===== src/core/cisd_map.vh =====
// Encoding fields, condition codes and state constants of the compact instruction decoder.
`ifndef CISD_MAP_VH
`define CISD_MAP_VH
`define CISD_STATE_WIDE       1'b0
`define CISD_STATE_COMPACT    1'b1
`define CISD_RESET_STATE      1'b0
`define CISD_PC_HALF_BIT      1
`define CISD_SHIFT_IMM_BITS   5
`define CISD_OFS_WORD_BITS    7
`define CISD_OFS_HALF_BITS    6
`define CISD_OFS_BYTE_BITS    5
`define CISD_OFS_PCSP_BITS    10
`define CISD_OFS_UNCOND_BITS  11
`define CISD_COND_EQ          4'h0
`define CISD_COND_NE          4'h1
`define CISD_COND_CS          4'h2
`define CISD_COND_CC          4'h3
`define CISD_COND_MI          4'h4
`define CISD_COND_PL          4'h5
`define CISD_COND_VS          4'h6
`define CISD_COND_VC          4'h7
`define CISD_COND_HI          4'h8
`define CISD_COND_LS          4'h9
`define CISD_COND_GE          4'ha
`define CISD_COND_LT          4'hb
`define CISD_COND_GT          4'hc
`define CISD_COND_LE          4'hd
`define CISD_OP_SHIFT_LL      2'h0
`define CISD_OP_SHIFT_RL      2'h1
`define CISD_OP_SHIFT_RA      2'h2
`define CISD_OP_ROTATE_R      2'h3
`define CISD_LS_WORD          2'h0
`define CISD_LS_HALF          2'h1
`define CISD_LS_BYTE          2'h2
`define CISD_LS_NONE          2'h3
`define CISD_COND_AL          4'he
`define CISD_WIDE_XCHG        24'h12fff1
`endif


===== src/core/cisd_decode.v =====
// Compact instruction decoder with wide/compact execution state control.
`include "cisd_map.vh"
module cisd_decode (
  input  wire        ref_clk,
  input  wire        reset_n,
  input  wire        fetch_valid,
  input  wire [31:0] fetch_word,
  input  wire [31:0] program_counter,
  input  wire [31:0] stack_pointer,
  input  wire [3:0]  flags_nzcv,
  input  wire [31:0] xchg_target_low,
  input  wire [31:0] xchg_target_high,
  input  wire        exc_enter,
  input  wire        exc_return,
  input  wire [31:0] load_data,
  output reg         state_compact_ff,
  output reg  [31:0] fetch_addr_ff,
  output reg  [15:0] instr_ff,
  output reg         wide_instr_ff,
  output reg  [31:0] wide_word_ff,
  output reg         branch_taken_ff,
  output reg  [31:0] branch_target_ff,
  output reg         xchg_branch_ff,
  output reg  [1:0]  shift_op_ff,
  output reg         shift_by_reg_ff,
  output reg  [4:0]  shift_imm_ff,
  output reg  [1:0]  ls_size_ff,
  output reg  [9:0]  ls_offset_ff,
  output reg         ls_load_ff,
  output reg         addr_gen_ff,
  output reg  [31:0] addr_gen_value_ff,
  output reg         push_ff,
  output reg         pop_ff,
  output reg  [7:0]  reg_list_ff,
  output reg         push_link_ff,
  output reg         pop_pc_ff,
  output reg  [31:0] signed_load_ff
);
  reg         saved_compact_ff;
  reg  [15:0] half;
  reg         nxt_state;
  reg  [31:0] nxt_fetch_addr;
  wire        cond_taken;
  wire        is_cond_br;
  wire        is_uncond_br;
  wire        is_xchg;
  wire        is_shift;
  wire        is_alu_shift;
  wire        is_imm_ls;
  wire        is_half_ls;
  wire        is_pcrel_ld;
  wire        is_sprel_ls;
  wire        is_addr_gen;
  wire        is_push_pop;
  wire        is_signed_ld;
  wire [31:0] xchg_target;
  wire [31:0] cond_ofs;
  wire [31:0] uncond_ofs;
  wire [31:0] pc_word;
  wire [31:0] ofs10;
  wire        signed_half;
  wire        wide_cond_taken;
  wire        is_wide_xchg;
  wire [31:0] wide_target;

  always @* begin
    if (program_counter[`CISD_PC_HALF_BIT]) begin
      half = fetch_word[31:16];
    end else begin
      half = fetch_word[15:0];
    end
  end

  cisd_cond_eval u_cond (
    .cond   (half[11:8]),
    .flag_n (flags_nzcv[3]),
    .flag_z (flags_nzcv[2]),
    .flag_c (flags_nzcv[1]),
    .flag_v (flags_nzcv[0]),
    .taken  (cond_taken)
  );

  // Wide words are checked only for the exchange branch, which sets the state from bit 0 of its target.
  cisd_cond_eval u_cond_wide (
    .cond   (fetch_word[31:28]),
    .flag_n (flags_nzcv[3]),
    .flag_z (flags_nzcv[2]),
    .flag_c (flags_nzcv[1]),
    .flag_v (flags_nzcv[0]),
    .taken  (wide_cond_taken)
  );

  assign is_cond_br   = (half[15:12] == 4'hd) && (half[11:9] != 3'h7);
  assign is_uncond_br = (half[15:11] == 5'h1c);
  assign is_xchg      = (half[15:8] == 8'h47);
  assign is_shift     = (half[15:13] == 3'h0) && (half[12:11] != 2'h3);
  assign is_alu_shift = (half[15:10] == 6'h10) &&
                        ((half[9:6] == 4'h2) || (half[9:6] == 4'h3) ||
                         (half[9:6] == 4'h4) || (half[9:6] == 4'h7));
  assign is_imm_ls    = (half[15:13] == 3'h3);
  assign is_half_ls   = (half[15:12] == 4'h8);
  assign is_pcrel_ld  = (half[15:11] == 5'h09);
  assign is_sprel_ls  = (half[15:12] == 4'h9);
  assign is_addr_gen  = (half[15:12] == 4'ha);
  assign is_push_pop  = (half[15:12] == 4'hb) && (half[10:9] == 2'h2);
  assign is_signed_ld = (half[15:12] == 4'h5) && half[10] && half[9];
  assign signed_half  = half[11];
  assign is_wide_xchg = (fetch_word[27:4] == `CISD_WIDE_XCHG) &&
                        ((fetch_word[31:28] == `CISD_COND_AL) || wide_cond_taken);
  assign wide_target  = fetch_word[3] ? xchg_target_high : xchg_target_low;
  assign xchg_target  = half[6] ? xchg_target_high : xchg_target_low;
  assign cond_ofs     = {{23{half[7]}}, half[7:0], 1'b0};
  assign uncond_ofs   = {{20{half[10]}}, half[10:0], 1'b0};
  assign pc_word      = {program_counter[31:2], 2'h0};
  assign ofs10        = {22'h0, half[7:0], 2'h0};

  always @* begin
    nxt_state = state_compact_ff;
    if (exc_enter) begin
      nxt_state = `CISD_STATE_WIDE;
    end else if (exc_return) begin
      nxt_state = saved_compact_ff;
    end else if (fetch_valid && state_compact_ff && is_xchg) begin
      nxt_state = xchg_target[0];
    end else if (fetch_valid && !state_compact_ff && is_wide_xchg) begin
      nxt_state = wide_target[0];
    end
  end

  always @* begin
    if (state_compact_ff) begin
      nxt_fetch_addr = {program_counter[31:1], 1'b0};
    end else begin
      nxt_fetch_addr = {program_counter[31:2], 2'h0};
    end
  end

  always @(posedge ref_clk or negedge reset_n) begin
    if (!reset_n) begin
      saved_compact_ff <= `CISD_RESET_STATE;
    end else if (exc_enter) begin
      saved_compact_ff <= state_compact_ff;
    end
  end

  // Only the state bit changes here; no mode or register value is touched.
  always @(posedge ref_clk or negedge reset_n) begin
    if (!reset_n) begin
      state_compact_ff <= `CISD_RESET_STATE;
    end else begin
      state_compact_ff <= nxt_state;
    end
  end

  always @(posedge ref_clk or negedge reset_n) begin
    if (!reset_n) begin
      fetch_addr_ff     <= 32'h0;
      instr_ff          <= 16'h0;
      wide_instr_ff     <= 1'b0;
      wide_word_ff      <= 32'h0;
      branch_taken_ff   <= 1'b0;
      branch_target_ff  <= 32'h0;
      xchg_branch_ff    <= 1'b0;
      shift_op_ff       <= 2'h0;
      shift_by_reg_ff   <= 1'b0;
      shift_imm_ff      <= 5'h0;
      ls_size_ff        <= `CISD_LS_NONE;
      ls_offset_ff      <= 10'h0;
      ls_load_ff        <= 1'b0;
      addr_gen_ff       <= 1'b0;
      addr_gen_value_ff <= 32'h0;
      push_ff           <= 1'b0;
      pop_ff            <= 1'b0;
      reg_list_ff       <= 8'h0;
      push_link_ff      <= 1'b0;
      pop_pc_ff         <= 1'b0;
      signed_load_ff    <= 32'h0;
    end else begin
      fetch_addr_ff   <= nxt_fetch_addr;
      wide_instr_ff   <= fetch_valid & ~state_compact_ff;
      branch_taken_ff <= 1'b0;
      xchg_branch_ff  <= 1'b0;
      addr_gen_ff     <= 1'b0;
      push_ff         <= 1'b0;
      pop_ff          <= 1'b0;
      push_link_ff    <= 1'b0;
      pop_pc_ff       <= 1'b0;
      ls_size_ff      <= `CISD_LS_NONE;
      shift_by_reg_ff <= 1'b0;
      if (fetch_valid && !state_compact_ff) begin
        wide_word_ff <= fetch_word;
        if (is_wide_xchg) begin
          branch_taken_ff  <= 1'b1;
          xchg_branch_ff   <= 1'b1;
          branch_target_ff <= {wide_target[31:1], 1'b0};
        end
      end
      if (fetch_valid && state_compact_ff) begin
        instr_ff <= half;
        if (is_cond_br) begin
          branch_taken_ff  <= cond_taken;
          branch_target_ff <= program_counter + cond_ofs;
        end
        if (is_uncond_br) begin
          branch_taken_ff  <= 1'b1;
          branch_target_ff <= program_counter + uncond_ofs;
        end
        if (is_xchg) begin
          branch_taken_ff  <= 1'b1;
          xchg_branch_ff   <= 1'b1;
          branch_target_ff <= {xchg_target[31:1], 1'b0};
        end
        if (is_shift) begin
          shift_op_ff  <= half[12:11];
          shift_imm_ff <= half[10:6];
        end
        if (is_alu_shift) begin
          shift_by_reg_ff <= 1'b1;
          case (half[9:6])
            4'h2:    shift_op_ff <= `CISD_OP_SHIFT_LL;
            4'h3:    shift_op_ff <= `CISD_OP_SHIFT_RL;
            4'h4:    shift_op_ff <= `CISD_OP_SHIFT_RA;
            default: shift_op_ff <= `CISD_OP_ROTATE_R;
          endcase
        end
        if (is_imm_ls) begin
          ls_load_ff <= half[11];
          if (half[12]) begin
            ls_size_ff   <= `CISD_LS_BYTE;
            ls_offset_ff <= {5'h0, half[10:6]};
          end else begin
            ls_size_ff   <= `CISD_LS_WORD;
            ls_offset_ff <= {3'h0, half[10:6], 2'h0};
          end
        end
        if (is_half_ls) begin
          ls_load_ff   <= half[11];
          ls_size_ff   <= `CISD_LS_HALF;
          ls_offset_ff <= {4'h0, half[10:6], 1'b0};
        end
        if (is_pcrel_ld || is_sprel_ls) begin
          ls_load_ff   <= is_pcrel_ld | half[11];
          ls_size_ff   <= `CISD_LS_WORD;
          ls_offset_ff <= ofs10[9:0];
        end
        if (is_addr_gen) begin
          addr_gen_ff <= 1'b1;
          if (half[11]) begin
            addr_gen_value_ff <= stack_pointer + ofs10;
          end else begin
            addr_gen_value_ff <= pc_word + ofs10;
          end
        end
        if (is_push_pop) begin
          reg_list_ff <= half[7:0];
          if (half[11]) begin
            pop_ff    <= 1'b1;
            pop_pc_ff <= half[8];
          end else begin
            push_ff      <= 1'b1;
            push_link_ff <= half[8];
          end
        end
      end
      if (fetch_valid && is_signed_ld && state_compact_ff) begin
        if (signed_half) begin
          signed_load_ff <= {{16{load_data[15]}}, load_data[15:0]};
        end else begin
          signed_load_ff <= {{24{load_data[7]}}, load_data[7:0]};
        end
      end
    end
  end
endmodule


===== src/core/cisd_cond_eval.v =====
// Condition code evaluator for compact conditional branches and the wide exchange branch.
`include "cisd_map.vh"
module cisd_cond_eval (
  input  wire [3:0] cond,
  input  wire       flag_n,
  input  wire       flag_z,
  input  wire       flag_c,
  input  wire       flag_v,
  output reg        taken
);
  always @* begin
    case (cond)
      `CISD_COND_EQ: taken = flag_z;
      `CISD_COND_NE: taken = ~flag_z;
      `CISD_COND_CS: taken = flag_c;
      `CISD_COND_CC: taken = ~flag_c;
      `CISD_COND_MI: taken = flag_n;
      `CISD_COND_PL: taken = ~flag_n;
      `CISD_COND_VS: taken = flag_v;
      `CISD_COND_VC: taken = ~flag_v;
      `CISD_COND_HI: taken = flag_c & ~flag_z;
      `CISD_COND_LS: taken = ~flag_c | flag_z;
      `CISD_COND_GE: taken = (flag_n == flag_v);
      `CISD_COND_LT: taken = (flag_n != flag_v);
      `CISD_COND_GT: taken = ~flag_z & (flag_n == flag_v);
      `CISD_COND_LE: taken = flag_z | (flag_n != flag_v);
      default:       taken = 1'b0;
    endcase
  end
endmodule


===== config.mk =====
export PLATFORM = sky130hd
export DESIGN_NAME = cisd_decode
export DESIGN_NICKNAME = d
export VERILOG_FILES = /design/src/core/cisd_decode.v /design/src/core/cisd_cond_eval.v
export VERILOG_INCLUDE_DIRS = /design/src /design/src/core
export SDC_FILE = /design/constraint.sdc
export NUM_CORES = 1
export LEC_CHECK = 0
export ABC_AREA = 1
export BUFFER_PORTS_ARGS = -buffer_cell sky130_fd_sc_hd__buf_2
export CAP_MARGIN = 20
export CORE_MARGIN = 8
export CORE_UTILIZATION = 40
export CTS_CLUSTER_DIAMETER = 120
export DETAILED_ROUTE_END_ITERATION = 7
export GPL_TIMING_DRIVEN = 0
export MAX_ROUTING_LAYER = met4
export PLACE_DENSITY = 0.6
export SLEW_MARGIN = 20
export SYNTH_ARGS = -nofsm -noshare
export SYNTH_HDL_FRONTEND = slang
export SYNTH_HIERARCHICAL = 1
export SYNTH_SLANG_ARGS = --single-unit

===== constraint.sdc =====
create_clock -name ref_clk -period 4.69 [get_ports ref_clk]
set_input_delay 0.469 -clock ref_clk [delete_from_list [all_inputs] [get_ports ref_clk]]
set_output_delay 0.469 -clock ref_clk [all_outputs]
set_load 0.01 [all_outputs]

==> metrics.cfg <==
[sta]
min_period_ns = 4.30
final_hold_viol_count = 0
worst_pin_slew_ns = 1.22
clock.fmax_mhz = 232
rsz0062_at_grt = no
relSlewSlack = 0.176
report.final.slew_viol_count = 0
fin_skew_ns = 0.0163
setup_viol = 0
fin_crit_sh = 0.917

[detailed_routing]
drt_drc_violations_left = 0
drtAntennaViolNets = 0
firstDrtPassIters = 7
drt_iter0_markers = 1218
via_count = 17112
wl_mm = 65.5
post_drt_wl_per_cell_um = 19.4
via_per_inst = 5.07

[global_routing]
antenna_found_initial = 4
grt_start_max_net_pins = 81
grt_use_total = 0.295
grt_pass1_vias = 16286
grt_util_met3 = 0.0361
use_met1 = 0.365
overflow = 0
top_usage_layer = met2
grt_use_met2 = 0.497
grt_first_pass_wirelength_mm = 98.2

[setup_path]
cp-end-kind = flip-flop
slowest_stage = o21ai_0
cp.required_ns = 5.05
critPathMaxFanout = 10
arrival_ns = 4.67
path_common_cell = nand2_1
cp.buffers_inverters = 5
cpPeakStageDelay_ns = 1.02
path_delay_family = simple AND/OR/NAND/NOR gates
critPathKind = in -> reg
crit_path_start_kind = input pin
cp_cell_sequence = buf_2 > buf_4 > clkbuf_1 > o21ai_0 > ha_1 > inv_1 > fa_1 > inv_1 > nand2_1 > nand3_1 > nand2_1 > nand2_1 > nand2_1 > nand2_1 > nand2_1 > nand3_1 > nand3_1 > nand2_1 > nand2_1

[placement]
placed_cells = 3341
gp_congestion = 0.983
portBuffers = 396
hpwl_mm = 54.2

[synth]
synthFlopType = dfrtp_1
synth_edf_count = 0
ys_types = 49
synthArstFlopShare = 1.00
synth_fp_nets = 2695
synth_area_um2 = 15200
syn_inst = 2432
synth-seq-cells = 198
yosysSeqAreaShare = 0.325
syn_avg_cell_area_um2 = 6.27
ys_warn_count = 6

[cells_and_area]
fin_nets = 3113
layout_common_cells = nand2_1 (924), buf_2 (403), inv_1 (353)
nFillCells = 4063
seqCellArea_um2 = 4960
stdcell_count = 3377
drive_gt1_frac = 0.180
final_common_cell = nand2_1
syn2layout_area_growth_pct = 21.7
multiInputGateArea_um2 = 8500

[cts]
insertion_delay_ns = 0.47
h-tree-depth = 4
cts_buffers = 17
clock_tree.buffer_depth = 2
cts_tree = built
cts.clk_slew.worst_paths_ns = 0.09
cts-resized-gates = 0
clock-sinks = 198
root_buffer = clkbuf_16
holdBufCountCts = 1
postCtsSetupRepairBufs = 0

[run]
drv_cap = 0

[floorplanning]
die_height_um = 211
io_pins = 415
die-width_um = 211
core_area_um2 = 37600
dieArea_um2 = 44600
num_rows = 71
start_util = 0.406

[power]
p_leak_nw = 11.0
powerDensity_nw_per_um2 = 337
peakVddDrop_mv = 0.282
total_power_mw = 6.25

[min_path]
hold_class = in -> reg

[outcome]
outcome = complete, no violations

-- Yosys cell counts (5+ instances only) --
cell type	instances	share of area
buf_1	6	0.0015
nor2_2	5	0.0021
nand2_1	924	0.23
inv_2	11	0.0027
nand4_1	22	0.0090
buf_2	8	0.0026
o21ai_1	15	0.0049
o211ai_1	5	0.0025
buf_4	22	0.011
o21ai_0	191	0.063
or2_2	6	0.0025
xor2_1	9	0.0052
a22oi_1	5	0.0025
o21bai_1	12	0.0059
o221ai_1	5	0.0029
nand3_1	150	0.049
inv_1	353	0.087
dfrtp_1	196	0.32
a31oi_1	11	0.0045
nand3b_1	7	0.0034
clkbuf_1	43	0.011
o21ai_2	9	0.0052
xnor2_1	13	0.0075
nor2_1	180	0.044
mux2_2	8	0.0059
nor3_1	14	0.0046
mux2i_1	12	0.0079
ha_1	60	0.049
a21oi_1	91	0.030
-- flip-flops by register name (all words and copies together), names as in the netlist, 2 cells and up --
| register | count |
|---|---|
| fetch_addr_ff | 31 |
| shift_imm_ff | 5 |
| ls_size_ff | 2 |
| signed_load_ff | 16 |
| addr_gen_value_ff | 32 |
| branch_target_ff | 32 |
| instr_ff | 16 |
| wide_word_ff | 32 |
| ls_offset_ff | 10 |
| reg_list_ff | 8 |
| shift_op_ff | 2 |
-- power breakdown --
group          switching, mW  internal [mW]  total [mW]
sequential             0.226           2.05        2.27
clock                  0.809          0.725        1.53
combinational           1.56          0.879        2.44
-- metrics by stage --
step                      cell area, um2  setup WS, ns  utilization  TNS [ns]  hold slack [ns]
after floorplan                    15200          1.54            -         0            0.173
after global placement             17900        -0.506        0.476    -91.11            0.458
after detailed placement           17900       -0.0509        0.477   -0.0509            0.418
after CTS                          18500         0.454        0.494         0            0.150
after global routing               18600         0.253        0.494         0            0.151
final                              18600         0.387        0.494         0            0.174
-- path summary, 6_finish.rpt --
kind | startpoint | cells past startpoint | to | slack [ns]
worst max-delay path | program_counter[1] | 19 | branch_target_ff[31] | 0.39
worst min-delay path | program_counter[5] | 1 | fetch_addr_ff[5] | 0.17
worst min register to register | signed_load_ff[13] | 2 | signed_load_ff[13] | 0.48
max in group asynchronous | reset_n | 4 | addr_gen_ff | 2.99
worst max register to register | state_compact_ff | 12 | branch_target_ff[19] | 1.68
min in group asynchronous | reset_n | 2 | branch_target_ff[25] | 0.51
-- worst reg2reg max path, delay by kind of cell (launching register included) --
kind                   cells  cell delay, ns
AO/OA/AOI/OAI              3            0.58
buffers and inverters      3            0.65
flip-flops                 1            0.44
AND/OR/NAND/NOR            6            1.29
-- metal layers --
| metal | vias to the layer above | wire, um |
|---|---|---|
| li1 | 8478 | - |
| met1 | 8012 | 28000 |
| met2 | 545 | 32000 |
| met3 | 77 | 3650 |
| met4 | 0 | 1840 |
| met5 | - | 0 |
-- cell type report --
| class | instances | share of cell area |
|---|---|---|
| multi-input cells | 1786 | 0.458 |
| flip-flops and latches | 198 | 0.267 |
| repair buffers | 399 | 0.111 |
| inverters | 367 | 0.0742 |
| well taps | 511 | 0.0345 |
| clock buffers | 17 | 0.0229 |
| plain buffers | 81 | 0.0222 |
| clock inverters | 15 | 0.00951 |
| diodes | 3 | 0.000405 |
-- logic make-up (layout without fill, tap and decap cells) --
group                    count (synthesis)  count (layout)  share of synthesized area
XOR/XNOR                                22              22                     0.0126
flip-flops                             198             198                      0.325
AO/OA/AOI/OAI                          360             360                      0.130
other                                    1               4                   0.000246
adder cells (fa/ha/maj)                 62              62                     0.0519
multiplexers                            20              20                     0.0138
buffers and inverters                  448             879                      0.117
AND/OR/NAND/NOR                       1321            1321                      0.349
Note: power is estimated with default switching activity, not from simulation.
